===== src/rtl/cprd_defs.vh =====
// constants for the cursor power readout driver
`ifndef CPRD_DEFS_VH
`define CPRD_DEFS_VH

// ----------------------------------------------------------------
// clock and timing
// ----------------------------------------------------------------
`define CPRD_CLK_MHZ 40
// dark time between two digits (least time, rounds up)
`define CPRD_GAP_NS 2000
`define CPRD_GAP_CYC ((`CPRD_GAP_NS * `CPRD_CLK_MHZ + 999) / 1000)
// converter strobe silent this long means it stopped scanning
`define CPRD_STALL_US 2000
`define CPRD_STALL_CYC (`CPRD_STALL_US * `CPRD_CLK_MHZ)
// dwell per digit of the fallback scan
`define CPRD_STEP_US 500
`define CPRD_STEP_CYC (`CPRD_STEP_US * `CPRD_CLK_MHZ)

// ----------------------------------------------------------------
// channel geometry and scaling
// ----------------------------------------------------------------
// digit count includes the leading half digit (only 0 or 1)
`define CPRD_A_DIGITS 4
`define CPRD_B_DIGITS 5
`define CPRD_MAX_DIGITS 5
// weight of one converter count, in microvolts
`define CPRD_A_COUNT_UV 10000
`define CPRD_B_COUNT_UV 1000
// detector path scale, microvolts per dB
`define CPRD_LOG_UV_PER_DB 100000
// digits right of the decimal point follow from counts per dB
`define CPRD_DP_POS(uv) (((`CPRD_LOG_UV_PER_DB / (uv)) == 100) ? 2 : \
  (((`CPRD_LOG_UV_PER_DB / (uv)) == 10) ? 1 : 0))

// ----------------------------------------------------------------
// synchroniser bundle field positions
// ----------------------------------------------------------------
`define CPRD_IN_W 20
`define CPRD_IN_CURSOR 0
`define CPRD_IN_SIGN_A 1
`define CPRD_IN_SIGN_B 2
`define CPRD_IN_BCD_A 3
`define CPRD_IN_BCD_B 7
`define CPRD_IN_SEL_A 11
`define CPRD_IN_SEL_B 15

`endif


===== src/rtl/cprd_seg_decode.v =====
// bcd to seven-segment decoder with blanking
`timescale 1ns/10ps
`default_nettype none

module cprd_seg_decode (
  input wire [3:0] bcd,   // digit value
  input wire blank,       // force all segments dark
  output reg [6:0] seg    // segments g..a, high lights a segment
);

  // ----------------------------------------------------------------
  // pattern table
  // ----------------------------------------------------------------
  // codes above nine show dark rather than a misleading glyph
  always @* begin
    seg = 7'h00;
    if (!blank) begin
      case (bcd)
        4'h0: seg = 7'h3F;
        4'h1: seg = 7'h06;
        4'h2: seg = 7'h5B;
        4'h3: seg = 7'h4F;
        4'h4: seg = 7'h66;
        4'h5: seg = 7'h6D;
        4'h6: seg = 7'h7D;
        4'h7: seg = 7'h07;
        4'h8: seg = 7'h7F;
        4'h9: seg = 7'h6F;
        default: seg = 7'h00;
      endcase
    end
  end

endmodule

`default_nettype wire


===== src/rtl/cprd_readout.v =====
// two-channel cursor power readout multiplexer
`timescale 1ns/10ps
`default_nettype none
`include "cprd_defs.vh"

module cprd_readout #(
  parameter [23:0] STALL_CYC = `CPRD_STALL_CYC,
  parameter [23:0] STEP_CYC = `CPRD_STEP_CYC
) (
  input wire clk,              // 40 MHz clock
  input wire reset_n,          // async reset, active low
  input wire cursorPulse,      // cursor pulse pin, high while present
  input wire convSignA,        // channel A converter polarity, high = negative
  input wire convSignB,        // channel B converter polarity, high = negative
  input wire [3:0] convBcdA,   // channel A converter bcd digit
  input wire [3:0] convBcdB,   // channel B converter bcd digit
  input wire [3:0] convSelA,   // channel A digit strobes, bit 0 = least digit
  input wire [4:0] convSelB,   // channel B digit strobes, bit 0 = least digit
  output wire [6:0] segA,      // channel A segment lines g..a
  output wire [6:0] segB,      // channel B segment lines g..a
  output wire [3:0] anodeA,    // channel A digit anodes, high enables
  output wire [4:0] anodeB,    // channel B digit anodes, high enables
  output wire dpA,             // channel A decimal point driver
  output wire dpB,             // channel B decimal point driver
  output wire minusA,          // channel A minus sign driver
  output wire minusB           // channel B minus sign driver
);

  localparam MAXD = `CPRD_MAX_DIGITS;
  localparam [23:0] GAP_CYC = `CPRD_GAP_CYC;

  // ----------------------------------------------------------------
  // input synchroniser
  // ----------------------------------------------------------------
  // every converter pin is asynchronous; a new level is taken only when
  // the second and third stages agree, which also rejects single glitches
  wire [`CPRD_IN_W-1:0] pinBus;
  reg [`CPRD_IN_W-1:0] syn1_q;
  reg [`CPRD_IN_W-1:0] syn2_q;
  reg [`CPRD_IN_W-1:0] syn3_q;
  reg [`CPRD_IN_W-1:0] inS_q;
  wire [`CPRD_IN_W-1:0] agree;

  assign pinBus = {convSelB, convSelA, convBcdB, convBcdA, convSignB, convSignA, cursorPulse};
  assign agree = ~(syn2_q ^ syn3_q);

  always @(posedge clk or negedge reset_n) begin
    if (!reset_n) begin
      syn1_q <= {`CPRD_IN_W{1'b0}};
      syn2_q <= {`CPRD_IN_W{1'b0}};
      syn3_q <= {`CPRD_IN_W{1'b0}};
      inS_q <= {`CPRD_IN_W{1'b0}};
    end else begin
      syn1_q <= pinBus;
      syn2_q <= syn1_q;
      syn3_q <= syn2_q;
      inS_q <= (syn3_q & agree) | (inS_q & ~agree);
    end
  end

  wire cursorS = inS_q[`CPRD_IN_CURSOR];
  wire [1:0] signS = {inS_q[`CPRD_IN_SIGN_B], inS_q[`CPRD_IN_SIGN_A]};
  wire [3:0] bcdS [0:1];
  wire [4:0] selS [0:1];
  assign bcdS[0] = inS_q[`CPRD_IN_BCD_A +: 4];
  assign bcdS[1] = inS_q[`CPRD_IN_BCD_B +: 4];
  assign selS[0] = {1'b0, inS_q[`CPRD_IN_SEL_A +: 4]};
  assign selS[1] = inS_q[`CPRD_IN_SEL_B +: 5];

  // one-hot strobe to index; valid only with exactly one bit set
  function [3:0] selDecode;
    input [4:0] sel;
    integer k;
    reg [2:0] cnt;
    reg [2:0] idx;
    begin
      cnt = 3'd0;
      idx = 3'd0;
      for (k = 0; k < MAXD; k = k + 1) begin
        if (sel[k]) begin
          cnt = cnt + 3'd1;
          idx = k[2:0];
        end
      end
      selDecode = {(cnt == 3'd1), idx};
    end
  endfunction

  wire [6:0] segW [0:1];
  wire [4:0] anodeW [0:1];
  wire [1:0] dpW;
  wire [1:0] minusW;

  // ----------------------------------------------------------------
  // channel paths, identical apart from digit count and point
  // ----------------------------------------------------------------
  genvar ch;
  generate
    for (ch = 0; ch < 2; ch = ch + 1) begin : gChan
      localparam NDIG = (ch == 0) ? `CPRD_A_DIGITS : `CPRD_B_DIGITS;
      localparam [2:0] DPPOS = (ch == 0) ? `CPRD_DP_POS(`CPRD_A_COUNT_UV) :
        `CPRD_DP_POS(`CPRD_B_COUNT_UV);
      localparam [2:0] TOPIDX = NDIG - 1;

      reg [4*MAXD-1:0] dig_q;
      reg sign_q;
      reg [2:0] selIdx_q;
      reg stalled_q;
      reg [23:0] stallCnt_q;
      reg [23:0] stepCnt_q;
      reg [2:0] scanIdx_q;
      reg [2:0] shownIdx_q;
      reg [23:0] gapCnt_q;
      reg [6:0] seg_q;
      reg [4:0] anode_q;
      reg dp_q;
      reg minus_q;
      reg [MAXD-1:0] blankVec;
      wire [3:0] selInfo;
      wire [2:0] showIdx;
      wire [6:0] segDec;
      wire gapNow;
      integer j;

      assign selInfo = selDecode(selS[ch]);

      // capture the strobed digit only while the cursor is present,
      // so the readout holds the power found under the cursor
      always @(posedge clk or negedge reset_n) begin
        if (!reset_n) begin
          dig_q <= {4*MAXD{1'b0}};
          sign_q <= 1'b0;
        end else if (cursorS) begin
          sign_q <= signS[ch];
          if (selInfo[3] && selInfo[2:0] <= TOPIDX) begin
            if (selInfo[2:0] == TOPIDX)
              dig_q[4*selInfo[2:0] +: 4] <= {3'b000, bcdS[ch][0]};
            else
              dig_q[4*selInfo[2:0] +: 4] <= bcdS[ch];
          end
        end
      end

      // leading zeros dark down to the digit left of the point
      always @* begin
        blankVec = {MAXD{1'b0}};
        for (j = MAXD - 1; j >= 0; j = j - 1) begin
          if (j < NDIG && j > DPPOS) begin
            if (j == NDIG - 1)
              blankVec[j] = (dig_q[4*j +: 4] == 4'h0);
            else
              blankVec[j] = blankVec[j + 1] && (dig_q[4*j +: 4] == 4'h0);
          end
        end
      end

      // strobe tracking with a fallback scan; if the converter strobes
      // stop, the block scans by itself so the panel never freezes on
      // one bright digit
      always @(posedge clk or negedge reset_n) begin
        if (!reset_n) begin
          selIdx_q <= 3'd0;
          stalled_q <= 1'b0;
          stallCnt_q <= 24'h00_0000;
          stepCnt_q <= 24'h00_0000;
          scanIdx_q <= 3'd0;
        end else begin
          if (selInfo[3] && selInfo[2:0] <= TOPIDX && selInfo[2:0] != selIdx_q) begin
            selIdx_q <= selInfo[2:0];
            stallCnt_q <= 24'h00_0000;
            stalled_q <= 1'b0;
          end else if (stallCnt_q == STALL_CYC - 24'h00_0001) begin
            stalled_q <= 1'b1;
          end else begin
            stallCnt_q <= stallCnt_q + 24'h00_0001;
          end
          if (stepCnt_q == STEP_CYC - 24'h00_0001) begin
            stepCnt_q <= 24'h00_0000;
            scanIdx_q <= (scanIdx_q == TOPIDX) ? 3'd0 : scanIdx_q + 3'd1;
          end else begin
            stepCnt_q <= stepCnt_q + 24'h00_0001;
          end
        end
      end

      assign showIdx = stalled_q ? scanIdx_q : selIdx_q;
      assign gapNow = (showIdx != shownIdx_q) || (gapCnt_q != 24'h00_0000);

      cprd_seg_decode uDec (
        .bcd(dig_q[4*showIdx +: 4]),
        .blank(blankVec[showIdx]),
        .seg(segDec)
      );

      // dark gap on every digit change keeps the old pattern from
      // ghosting onto the next digit
      always @(posedge clk or negedge reset_n) begin
        if (!reset_n) begin
          shownIdx_q <= 3'd0;
          gapCnt_q <= 24'h00_0000;
          seg_q <= 7'h00;
          anode_q <= 5'h00;
          dp_q <= 1'b0;
          minus_q <= 1'b0;
        end else begin
          if (showIdx != shownIdx_q) begin
            shownIdx_q <= showIdx;
            gapCnt_q <= GAP_CYC - 24'h00_0001;
          end else if (gapCnt_q != 24'h00_0000) begin
            gapCnt_q <= gapCnt_q - 24'h00_0001;
          end
          if (gapNow) begin
            anode_q <= 5'h00;
            seg_q <= 7'h00;
            dp_q <= 1'b0;
          end else begin
            anode_q <= 5'h01 << showIdx;
            seg_q <= segDec;
            dp_q <= (showIdx == DPPOS);
          end
          minus_q <= sign_q;
        end
      end

      assign segW[ch] = seg_q;
      assign anodeW[ch] = anode_q;
      assign dpW[ch] = dp_q;
      assign minusW[ch] = minus_q;
    end
  endgenerate

  // ----------------------------------------------------------------
  // pin mapping
  // ----------------------------------------------------------------
  wire [4:0] anodeAFull = anodeW[0];
  assign segA = segW[0];
  assign segB = segW[1];
  assign anodeA = anodeAFull[3:0];
  assign anodeB = anodeW[1];
  assign dpA = dpW[0];
  assign dpB = dpW[1];
  assign minusA = minusW[0];
  assign minusB = minusW[1];

endmodule

`default_nettype wire


===== config.mk =====
export PLATFORM = sky130hd
export DESIGN_NAME = cprd_readout
export DESIGN_NICKNAME = d
export VERILOG_FILES = /design/src/rtl/cprd_seg_decode.v /design/src/rtl/cprd_readout.v
export VERILOG_INCLUDE_DIRS = /design/src /design/src/rtl
export SDC_FILE = /design/constraint.sdc
export NUM_CORES = 1
export LEC_CHECK = 0
export BUFFER_PORTS_ARGS = -buffer_cell sky130_fd_sc_hd__buf_4
export CAP_MARGIN = 30
export CORE_MARGIN = 2
export CORE_UTILIZATION = 35
export CTS_CLUSTER_DIAMETER = 60
export DETAILED_ROUTE_END_ITERATION = 7
export SETUP_SLACK_MARGIN = 0.4
export SYNTH_ARGS = -nofsm -noshare
export SYNTH_HDL_FRONTEND = slang
export SYNTH_SLANG_ARGS = --single-unit

===== constraint.sdc =====
create_clock -name clk -period 3.4 [get_ports clk]
set_clock_uncertainty 0.1 [all_clocks]
set_input_delay 0.34 -clock clk [delete_from_list [all_inputs] [get_ports clk]]
set_output_delay 0.34 -clock clk [all_outputs]
set_load 0.02 [all_outputs]

* Word level (Yosys, flattened, before mapping)
Memories as Yosys holds them, arrays and structs flattened.
Cells that the tools add are included.
** Storage, ports and cells
- Bits in writable memories :: 0
- Output and inout port bits :: 27
- Latch bits :: 0
- Memories kept :: 2
- Flip-flop bits (word level) :: 313
- Memory bits (read-only) :: 224
** Operators by class
- Divide/modulo/power cells :: 0
- Multiplexer cells :: 52
- Add/subtract/negate cells :: 17
- Bitwise gates (word level) :: 6
- Equality and inequality tests :: 18
- Order comparisons :: 4
- Shifts and indexed selects :: 10
- Reductions and logical operators :: 20
- Multipliers :: 0
** Memory list
- (no name shown) :: words 16, width 7, read ports 1, clocked after memory_dff 0, wr ports 0, line cprd_seg_decode.v:18 : case (bcd)
- (no name shown) :: words 16, width 7, read ports 1, clocked after memory_dff 0, wr ports 0, line cprd_seg_decode.v:18
** Operator list (number)
- 24-bit 2-to-1 mux :: 10
- 4-bit by 34-bit variable part select with 20-bit output :: 4
- 24-bit by 1-bit adder with 24-bit output (second input constant) :: 4
- 20-bit bitwise mux :: 4
- 5-bit negation with 34-bit output :: 2
- 4-bit by 34-bit variable shift with 20-bit output (first input constant) :: 2
- 24-bit by 15-bit equality test with 1-bit output (second input constant) :: 2
- 24-bit by 17-bit equality test with 1-bit output (second input constant) :: 2
- 3-bit 2-to-1 mux :: 16
- 24-bit nonzero test :: 2
- 24-bit by 1-bit subtractor with 24-bit output (second input constant) :: 2
- 20-bit bitwise AND :: 2
- 20-bit 2-to-1 mux :: 2
- 20-bit inverter :: 2
- 20-bit by 6-bit variable part select with 4-bit output :: 2
- 7-bit 2-to-1 mux :: 4
- 3-bit by 1-bit adder with 3-bit output (second input constant) :: 9
- 20-bit bitwise OR :: 1
- 20-bit XOR :: 1
- 4-bit zero test :: 4
- 1-bit 2-to-1 mux :: 12
- 3-bit inequality test :: 4
- 3-bit by 1-bit equality test with 1-bit output (second input constant) :: 3
- 3-bit by 2-bit equality test with 1-bit output (second input constant) :: 3
- other kinds (14) :: 28

* Logic depth before layout (Yosys ltp)
Gate-level depths: netlist of run 1.
- Depth after elaboration :: 13
- Depth in mapped cells :: 14
- Mapped depth without buffers :: 13

* Modules after synthesis
A second synthesis of run 1 with hierarchy kept.
** Second synthesis, totals
- Cell total of the unflattened synthesis :: 1303
- Area total of the unflattened synthesis :: 14138.6 um2
** By module, submodules not included
- cprd_readout :: instances 1, sequential area each 7757.4 um2, area an instance 13673.1 um2, cells each 1239
- cprd_seg_decode :: instances 2, sequential area each 0.0 um2, area an instance 232.7 um2, cells each 32

* Worst setup path after synthesis of run 1
Ideal clock, no wire load.
- Kind :: flip-flop to flip-flop
- From :: register with a tool-made name
- To :: register with a tool-made name
- Stages on the path, launching flop included :: 15
- Path buffers :: 1
- Arrival :: 3.414 ns
- Path slack :: -0.239 ns
- Cells stage by stage :: dfrtp_1 -> inv_1 -> ha_1 -> xor2_1 -> ha_1 -> nand2b_1 -> o21a_1 -> ha_1 -> nand2_1 -> xnor3_1 -> a311o_1 -> buf_6 -> or2_4 -> nor4b_4 -> mux2_4

==> metrics.cfg, run 1 <==
[timing]
worst_slew_pin_slew_ns=0.838
max_freq_mhz=304
setup_viol=0
fin_crit_sh_pct=96.9
min_period_ns=3.29
rsz0062_at_grt=true
hold_viol_final=0
slew_viol_final=0
tns_ns=0
slew_headroom_pct=43.6

[routing]
wl_mm=26.1
ant_nets=0
vias=9480
dr.first_iter.drc_count=447
viasPerCell=4.81
wl_per_cell_um=13.2
drcViolationCount=0
drt_pass1_iterations=5

[clocking]
clk_latency_ns=0.53
cts_tree=built
cts_made_buffers=36
clkTransAtPathRegs_ns=0.06
ctsLongestPathBuffers=3
htree_levels=2
cts_root_buf=clkbuf_16
clock_sinks=310

[power]
pwr-share-clk_pct=40.2
peakVddDrop_mv=0.323
p_leak_nw=7.39
combinationalPowerShare_pct=17.2
p_int_w=0.00705
net-switching-power_w=0.00280
seqPwrFrac_pct=42.6
swShare_pct=28.4
p_per_area_nw_per_um2=589

[synth]
syn_area_um2=14000
ys_ff_latch=310
yosys.cell_types.count=72
syn-num-nets=1366
ys.flop_type=dfrtp_1
synth_cells=1307
yosysWarnings=0
synthArstFlopShare_pct=100
synth_edf_count=0
seq_area_frac_synth_pct=55.5
syn_avg_cell_area_um2=10.7

[min_path]
hold_path_class=reg -> reg
worstHoldStart=syn1_q[17]

[critical_path]
worstPathRequired_ns=3.71
critPathMaxFanout=3
path_buf_inv=2
worst-path-stages=14
setup.worst_path.class=reg -> reg
path_delay_family=adder cells
end_kind=flop
rrSetupSlack_ns=0.11
crit_path_top_delay_cell=dfrtp_1
worst-endpoint-arrival_ns=3.60
start_kind=flop
critical_path.cell_chain=inv_2, ha_4, xor2_2, ha_1, nand2b_4, o21a_1, ha_2, nand2_1, xnor3_1, a311o_1, or2_4, buf_4, nor3_4, mux2_4
max_stage_delay_ns=0.40
rr_worst_depth=14

[grt]
antenna_found_initial=0
grt_pass1_vias=9473
grt_pass1_wl_mm=45.5
grt_usage_pct=13.0
grt_start_max_net_pins=90
grt_overflow_total=0

[floorplanning]
design.die.area_um2=41500
initial_utilization_pct=35.3
row_count=73
coreArea_um2=39500
fp.dieH_um=204
die_w_um=204
num_io_pins=49

[flow_run]
drv_cap=0

[final_layout]
diodes=0
syn_to_final_growth_pct=19.6
fillers=3721
stdcell_count=1969
final_layout_size_suffix_gt1_share_pct=12.7
final_nets=1476

[placed_design]
dp.cells=1871
gp_congestion=0.771
port_buffers=48
dpl.hpwl_mm=16.9

[run_status]
status=finished, final reports clean

layout by cell type, fill, tap and decap left out, drive strengths merged, types with 4 or more instances in the layout:
cell type,Yosys,routed
dfrtp,310,310
nor2,154,154
nand2,114,114
buf,9,85
nand3,69,69
xnor2,66,66
xor2,65,65
o21ai,57,57
inv,49,52
clkbuf,25,48
ha,37,37
nor3,35,35
a21oi,33,33
mux2i,25,25
nand4,24,24
nor4,24,24
dlygate4sd3,0,21
maj3,20,20
or3,18,18
and3,17,17
nand2b,16,16
nand3b,12,12
and4,11,11
clkinv,2,11
nor2b,9,9
and2,9,9
nor4b,9,9
nor3b,8,8
a31oi,8,8
mux2,8,8
or4,7,7
or2,5,5
o31ai,5,5
or3b,5,5
o21a,4,4
bufinv,0,4
synthesized netlist by cell type, types with 9 or more instances:
library cell	n	area, um2
dfrtp_1	310	7760
nor2_1	154	578
nand2_1	114	428
nand3_1	69	345
xnor2_1	66	578
xor2_1	65	569
o21ai_0	55	275
inv_1	47	176
ha_1	37	463
nor3_1	34	170
a21oi_1	33	165
clkbuf_1	25	93.8
mux2i_1	24	240
nand4_1	24	150
nor4_1	23	144
maj3_1	20	200
or3_1	18	113
and3_1	17	106
nand2b_1	16	100
nand3b_1	12	90.1
and4_1	11	96.3
and2_1	9	56.3
nor2b_1	9	56.3
worst min-delay path by stage:
stage / endpoint / slack [ns] / cells after the start
6_report: syn2_q[17] / 0.25 / 0
5_1_grt: syn2_q[2] / 0.25 / 0
4_1_cts: syn2_q[17] / 0.25 / 0
3_5_place_dp: syn2_q[17] / 0.23 / 0
3_3_place_gp: syn2_q[10] / 0.23 / 0
2_1_floorplan: async pin / -0.06 / 0
what timing repair did:
| item | CTS | global route |
|---|---|---|
| hold buffers | 21 | 0 |
| cloned | 2 | 0 |
| setup buffers | 8 | 2 |
| pin swaps | 7 | 1 |
| hold endpoints to repair | 105 | 0 |
| setup endpoints to repair | 45 | 54 |
| resized for setup | 10 | 10 |
stage by stage:
step | hold WS [ns] | util [%] | total power, W | cell area, um2 | setup WS (ns)
after global placement | 0.233 | 38.2 | 0.00578 | 15100 | 0.139
after global routing | 0.253 | 42.2 | 0.0104 | 16700 | 0.00487
after floorplan | -0.0556 | - | 0.00532 | 14000 | 0.0108
after CTS | 0.249 | 42.1 | 0.00995 | 16600 | 0.120
final | 0.247 | 42.2 | 0.00984 | 16700 | 0.107
after detailed placement | 0.235 | 38.2 | 0.00583 | 15100 | 0.0193
kinds of logic (layout without fill, tap and decap cells):
group / Yosys count / in the layout / share of synthesized area (%)
and+or+nand+nor: 553 / 553 / 20.2
DFF: 310 / 310 / 55.5
AOI/OAI and AO/OA: 134 / 134 / 5.70
xor gates and xnor gates: 133 / 133 / 8.53
buffers and inverters: 85 / 222 / 2.48
adders and majority gates: 57 / 57 / 4.75
muxes: 35 / 35 / 2.84
registers in the layout (all words and copies together) (netlist names), 5 cells and up, named ones only:
| register | flops |
|---|---|
| segA | 7 |
| gChan.dig_q | 30 |
| gChan.stepCnt_q | 48 |
| gChan.gapCnt_q | 48 |
| syn3_q | 20 |
| gChan.scanIdx_q | 6 |
| syn2_q | 20 |
| gChan.selIdx_q | 5 |
| gChan.shownIdx_q | 6 |
| syn1_q | 20 |
| anodeB | 5 |
| segB | 7 |
| gChan.stallCnt_q | 48 |
power groups by stage:
stage / registers (W) / logic (W) / clock network, W
floorplan: 0.00416 / 0.00116 / 0
global placement: 0.00425 / 0.00153 / 0
detailed placement: 0.00426 / 0.00157 / 0
CTS: 0.00419 / 0.00168 / 0.00408
global route: 0.00423 / 0.00192 / 0.00424
finish: 0.00420 / 0.00169 / 0.00396
layer usage:
layer / global-route usage, % / routed length, um / vias to the layer above
met5: 0 / 0 / -
met4: 4.09 / 506 / 0
met3: 2.30 / 804 / 38
met2: 20.8 / 11900 / 99
met1: 18.0 / 12900 / 4609
li1: - / - / 4734
final cells by class:
type / count / area, um2 / share of cell area [%]
clock buffers: 48 / 1020 / 6.09
clock inverters: 17 / 205 / 1.23
inverters: 51 / 191 / 1.15
multi-input cells: 912 / 5960 / 35.7
flip-flops and latches: 310 / 7760 / 46.4
well taps: 525 / 657 / 3.93
repair buffers: 106 / 912 / 5.46
Power figures use the tool's default switching activity.
==> run 2, diff against run 1 <==
ABC_AREA = 0   (was default)
CORE_ASPECT_RATIO = 1.4   (was default)
==> run 2 against run 1 <==
Effect of this change:
- wire length grew 0.33%
- fmax grew 1.7%
- sequential share of layout area grew 0.44 points
- design area shrank 0.94%
- global-route usage shrank 0.083 points
- power shrank 2.9%
- worst hold slack lost 0.042 ns
- count of clock-buffer cells in the layout shrank 12
- critical path type unchanged
- largest cell class unchanged
- highest routed layer unchanged
==> metrics.cfg, run 2 (synthesis gave the netlist of run 1 again) <==
[run_status]
status=finished, final reports clean  ; unchanged

[floorplanning]
row_count=86  ; was 73
die_w_um=173  ; was 204 um
fp.dieH_um=240  ; was 204 um
design.die.area_um2=41600  ; was 41,500 um2
coreArea_um2=39400  ; was 39,500 um2
initial_utilization_pct=35.5  ; was 35.3%
num_io_pins=49  ; unchanged

[routing]
dr_wl_met2_mm=13.4  ; was 11.9 mm
vias=9472  ; was 9,480
dr.first_iter.drc_count=473  ; was 447
drcViolationCount=0  ; unchanged
wl_mm=26.2  ; was 26.1 mm
viasPerCell=4.84  ; was 4.81
wl_per_cell_um=13.4  ; was 13.2 um
drt_pass1_iterations=4  ; was 5
ant_nets=0  ; unchanged
met1_length_mm=11.4  ; was 12.9 mm
dr_wl_met3_um=691  ; was 804 um
dr.max_layer_used=met4  ; unchanged

[clocking]
cts_root_buf=clkbuf_16  ; unchanged
clkTransAtPathRegs_ns=0.06  ; about the same
htree_levels=1  ; was 2
cts_tree=built  ; unchanged
clk_latency_ns=0.56  ; was 0.53 ns
clock_sinks=310  ; unchanged
ctsLongestPathBuffers=3  ; unchanged
cts_made_buffers=31  ; was 36

[final_layout]
final_util_pct=42.0  ; was 42.2%
final_layout_size_suffix_gt1_share_pct=12.1  ; was 12.7%
top_regs=gChan.gapCnt_q x48, gChan.stallCnt_q x48, gChan.stepCnt_q x48  ; unchanged
final_nets=1466  ; was 1,476
stdcell_count=1958  ; was 1,969
mostFrequentLayoutCells=dfrtp_1 (310), nor2_1 (153), nand2_1 (114)  ; unchanged
syn_to_final_growth_pct=18.4  ; was 19.6%
fillers=3774  ; was 3,721
diodes=0  ; unchanged
mostFrequentLayoutCell=dfrtp_1  ; unchanged

[grt]
grt_pass1_wl_mm=46.1  ; was 45.5 mm
grt_start_max_net_pins=74  ; was 90
antenna_found_initial=0  ; unchanged
grt_overflow_total=0  ; unchanged
grt_usage_pct=12.9  ; was 13.0%
grt_pass1_vias=9727  ; was 9,473

[timing]
rsz0062_at_grt=true  ; unchanged
fin_crit_sh_pct=95.2  ; was 96.9%
min_period_ns=3.24  ; was 3.29 ns
slew_viol_final=0  ; unchanged
hold_viol_final=0  ; unchanged
max_freq_mhz=309  ; was 304 MHz
holdWs_ns=0.205  ; was 0.247 ns
tns_ns=0  ; unchanged
slew_headroom_pct=34.1  ; was 43.6%
setup_viol=0  ; unchanged
worst_slew_pin_slew_ns=0.980  ; was 0.838 ns

[critical_path]
end_kind=flop  ; unchanged
critical_path.cell_chain=inv_2, ha_4, xor2_2, ha_1, nand2b_4, o21a_1, ha_2, nand2_1, xnor3_1, a311o_1, or2_4, nor4b_4, buf_4, mux2i_1  ; was inv_2, ha_4, xor2_2, ha_1, nand2b_4, o21a_1, ha_2, nand2_1, xnor3_1, a311o_1, or2_4, buf_4, nor3_4, mux2_4
worst-endpoint-arrival_ns=3.62  ; was 3.60 ns
worst-path-stages=14  ; unchanged
setup.worst_path.class=reg -> reg  ; unchanged
worstPathRequired_ns=3.79  ; was 3.71 ns
rr_worst_depth=14  ; unchanged
start_kind=flop  ; unchanged
path_buf_inv=2  ; unchanged
max_stage_delay_ns=0.40  ; about the same
crit_path_top_delay_cell=dfrtp_1  ; unchanged
critPathMaxFanout=3  ; unchanged
path_delay_family=simple AND/OR/NAND/NOR gates  ; was adder cells

[min_path]
hold_path_class=in -> async  ; was reg -> reg

[power]
p_leak_nw=7.31  ; was 7.39 nW
p_per_area_nw_per_um2=578  ; was 589 nW/um2
finalPower_w=0.00956  ; was 0.00984 W
peakVddDrop_mv=0.435  ; was 0.323 mV

[flow_run]
drv_cap=0  ; unchanged

[placed_design]
port_buffers=48  ; unchanged
dpl.hpwl_mm=17.7  ; was 16.9 mm
dp.cells=1877  ; was 1,871
gp_congestion=0.802  ; was 0.771

run 2: cell types whose count changed in the layout (fill, tap and decap cells not counted), moves of 2 or more:
cell	delta
buf_4	-6
clkbuf_1	-6
clkbuf_16	-6
buf_6	+2
bufinv_16	+2
clkinvlp_4	+2
run 2: metal layers:
metal	up-vias	track usage [%]
met2	96	23.6
met5	-	0
li1	4700	-
met3	48	1.53
met1	4628	15.7
met4	0	4.49
run 2: cell type report:
cell class                 instances  area, um2  area share, %
clock buffer                      36        845           5.10
multi-input combinational        912       5950           35.9
inverter                          51        191           1.16
tap                              528        661           3.99
clock inverter                    20        272           1.64
sequential                       310       7760           46.9
timing repair buffer             101        875           5.29
run 2: path summary, 6_finish.rpt:
check	slack, ns	endpoint
worst max-delay path	0.16	gChan[1].dig_q[11]
worst min-delay path	0.20	syn1_q[8]
worst max register to register	0.16	gChan[1].dig_q[11]
worst min register to register	0.25	syn2_q[8]
max in group asynchronous	2.15	gChan[1].gapCnt_q[12]
min in group clk	0.25	syn2_q[8]
run 2: timing repair:
action / 4_1_cts / 5_1_grt
setup buffers: 1 / 0
pin swaps: 3 / 2
hold endpoints to repair: 83 / 0
endpoints found under the setup margin: 45 / 54
cloned: 3 / 0
hold buffers: 21 / 0
resized for setup: 11 / 6
run 2: metrics by stage:
step / instance area, um2 / worst slack [ns]
6_report: 16500 / 0.163
3_3_place_gp: 15100 / 0.188
5_1_grt: 16500 / 0.00109
2_1_floorplan: 14000 / 0.0108
4_1_cts: 16500 / 0.0923
3_5_place_dp: 15100 / 0.0555
run 2: power breakdown:
part / total (W) / internal [W] / switching, W / leakage (nW)
registers: 0.00418 / 0.00394 / 0.000235 / 4.02
logic: 0.00169 / 0.000675 / 0.00101 / 2.74
clock network: 0.00370 / 0.00223 / 0.00147 / 0.549
total: 0.00956 / 0.00685 / 0.00271 / 7.31
==> run 3, diff against run 2 <==
CELL_PAD_IN_SITES_DETAIL_PLACEMENT = 0   (was default)
CELL_PAD_IN_SITES_GLOBAL_PLACEMENT = 2   (was default)
PLACE_DENSITY_LB_ADDON = 0.1   (was default)
==> run 3 against run 2 <==
Effect of this change:
- die area did not move
- via count grew 0.55%
- sequential cell count is the same
- core utilization up 1.2 points
- sequential power barely moved
- register-to-register slack improved by 0.04 ns
- fmax grew 1.3%
- first-iteration DRC count decreased by 15%
- critical path type unchanged
- largest power group unchanged
==> metrics.cfg, run 3 (synthesis gave the netlist of run 1 again) <==
[routing]
dr.first_iter.drc_count=400  ; was 473
wl_per_cell_um=15.0  ; was 13.4 um
ant_nets=0  ; unchanged
wl_mm=29.8  ; was 26.2 mm
viasPerCell=4.79  ; was 4.84
drt_pass1_iterations=4  ; unchanged
drcViolationCount=0  ; unchanged
vias=9524  ; was 9,472

[clocking]
cts_root_buf=clkbuf_16  ; unchanged
htree_levels=2  ; was 1
clk_latency_ns=0.54  ; was 0.56 ns
cts_tree=built  ; unchanged
ctsLongestPathBuffers=3  ; unchanged
clock_sinks=310  ; unchanged
clkTransAtPathRegs_ns=0.06  ; about the same
cts_made_buffers=36  ; was 31

[critical_path]
end_kind=flop  ; unchanged
worst-endpoint-arrival_ns=3.52  ; was 3.62 ns
worstPathRequired_ns=3.72  ; was 3.79 ns
start_kind=flop  ; unchanged
setup.worst_path.class=reg -> reg  ; unchanged
critPathMaxFanout=4  ; was 3

[grt]
grt_start_max_net_pins=87  ; was 74
grt_pass1_vias=9836  ; was 9,727
grt_pass1_wl_mm=50.7  ; was 46.1 mm
grt_usage_pct=14.8  ; was 12.9%
grt_overflow_total=0  ; unchanged
antenna_found_initial=0  ; unchanged

[final_layout]
mostFrequentLayoutCell=dfrtp_1  ; unchanged
final_layout_size_suffix_gt1_share_pct=14.9  ; was 12.1%
stdcell_count=1987  ; was 1,958
final_nets=1490  ; was 1,466
top_regs=gChan.gapCnt_q x48, gChan.stallCnt_q x48, gChan.stepCnt_q x48  ; unchanged
mostFrequentLayoutCells=dfrtp_1 (310), nor2_1 (144), nand2_1 (114)  ; was dfrtp_1 (310), nor2_1 (153), nand2_1 (114)
fillers=3886  ; was 3,774
diodes=0  ; unchanged
syn_to_final_growth_pct=21.8  ; was 18.4%

[power]
swShare_pct=29.0  ; was 28.3%
seqPwrFrac_pct=40.6  ; was 43.7%
p_per_area_nw_per_um2=606  ; was 578 nW/um2
net-switching-power_w=0.00299  ; was 0.00271 W
p_leak_nw=7.50  ; was 7.31 nW
pwr-share-clk_pct=40.3  ; was 38.7%
peakVddDrop_mv=0.327  ; was 0.435 mV
combinationalPowerShare_pct=19.2  ; was 17.6%
p_int_w=0.00732  ; was 0.00685 W

[floorplanning]
initial_utilization_pct=35.5  ; unchanged
design.die.area_um2=41600  ; unchanged
row_count=86  ; unchanged
fp.dieH_um=240  ; unchanged
coreArea_um2=39400  ; unchanged
num_io_pins=49  ; unchanged
die_w_um=173  ; unchanged

[min_path]
hold_path_class=reg -> reg  ; was in -> async

[timing]
min_period_ns=3.20  ; was 3.24 ns
max_freq_mhz=313  ; was 309 MHz
fin_ws_ns=0.203  ; was 0.163 ns
fin_crit_sh_pct=94.0  ; was 95.2%
rsz0062_at_grt=true  ; unchanged
setup_viol=0  ; unchanged
hold_viol_final=0  ; unchanged
holdWs_ns=0.244  ; was 0.205 ns
tns_ns=0  ; unchanged
slew_headroom_pct=47.7  ; was 34.1%
slew_viol_final=0  ; unchanged
worst_slew_pin_slew_ns=0.777  ; was 0.980 ns

[placed_design]
dpl.hpwl_mm=20.0  ; was 17.7 mm
port_buffers=48  ; unchanged
dp_slack_ns=0.0736  ; was 0.0555 ns
gp_congestion=0.727  ; was 0.802
dp.cells=1883  ; was 1,877

[flow_run]
drv_cap=0  ; unchanged

[run_status]
status=finished, final reports clean  ; unchanged

run 3: cell types whose count changed in the layout (fill, tap and decap cells not counted), moves of 3 or more:
| cell | before | now |
|---|---|---|
| nor2_1 | 153 | 144 |
| clkinv_4 | 1 | 4 |
| clkbuf_16 | 31 | 38 |
| nand3_2 | 0 | 3 |
| buf_4 | 71 | 84 |
| o21ai_1 | 2 | 7 |
| o21ai_0 | 55 | 49 |
| nor2_4 | 1 | 8 |
| nand3_1 | 69 | 66 |
run 3: cell type report:
cell class	instances	area, um2	area share (%)
Clock inverter	25	308	1.81
Tap cell	528	661	3.88
Inverter	51	191	1.12
Timing Repair Buffer	120	1100	6.45
Sequential cell	310	7760	45.6
Clock buffer	41	971	5.70
Multi-Input combinational cell	912	6030	35.5
run 3: worst paths after layout:
kind / cells after the start / end / slack, ns / startpoint
setup / recovery: 14 / flop / 0.20 / flop
hold / removal: 0 / syn2_q[10] / 0.24 / syn1_q[10]
setup reg to reg: 14 / flop / 0.20 / flop
hold reg to reg: 0 / syn2_q[10] / 0.24 / syn1_q[10]
max in group asynchronous: 3 / gChan[0].stallCnt_q[18] / 2.03 / reset_n
min in group asynchronous: 2 / gChan[1].gapCnt_q[4] / 0.26 / reset_n
run 3: metrics by stage:
step / instance area, um2 / utilization (%) / power (W)
3_5_place_dp: 15200 / 38.5 / 0.00597
4_1_cts: 16900 / 43.0 / 0.0105
5_1_grt: 17000 / 43.2 / 0.0109
2_1_floorplan: 14000 / - / 0.00532
6_report: 17000 / 43.2 / 0.0103
3_3_place_gp: 15200 / 38.5 / 0.00597
run 3: critical path: stages (launching register included):
cell and delay, ns:
dfrtp_1 0.40, inv_2 0.08, ha_4 0.20, xor2_1 0.16
ha_1 0.30, nand2b_4 0.14, o21a_1 0.10, ha_2 0.16
nand2_1 0.06, xnor3_1 0.19, a311o_1 0.30, buf_4 0.14
buf_6 0.12, or3_4 0.35, mux2_2 0.28
run 3: what timing repair did:
action                                 CTS  global route
setup endpoints to repair               45            54
hold buffers                            21             0
buffers inserted                        11             3
endpoints found under the hold margin   80             0
pin swaps                               20             6
gates cloned                             2             1
resized for setup                       30            15
run 3: routing by layer:
layer / vias to the layer above / wire [um] / track usage (%) / share of wire (%)
li1: 4754 / - / - / -
met1: 4660 / 13300 / 18.3 / 45
met2: 68 / 15200 / 26.5 / 51
met3: 42 / 737 / 2.40 / 2.5
met4: 0 / 639 / 4.42 / 2.1
met5: - / 0 / 0 / 0
run 3: power by group through the flow:
| stage | Combinational [W] | Clock (W) | Sequential [W] |
|---|---|---|---|
| detailed placement | 0.00172 | 0 | 0.00425 |
| floorplan | 0.00116 | 0 | 0.00416 |
| finish | 0.00198 | 0.00415 | 0.00418 |
| global route | 0.00221 | 0.00444 | 0.00422 |
| CTS | 0.00196 | 0.00431 | 0.00418 |
| global placement | 0.00171 | 0 | 0.00425 |
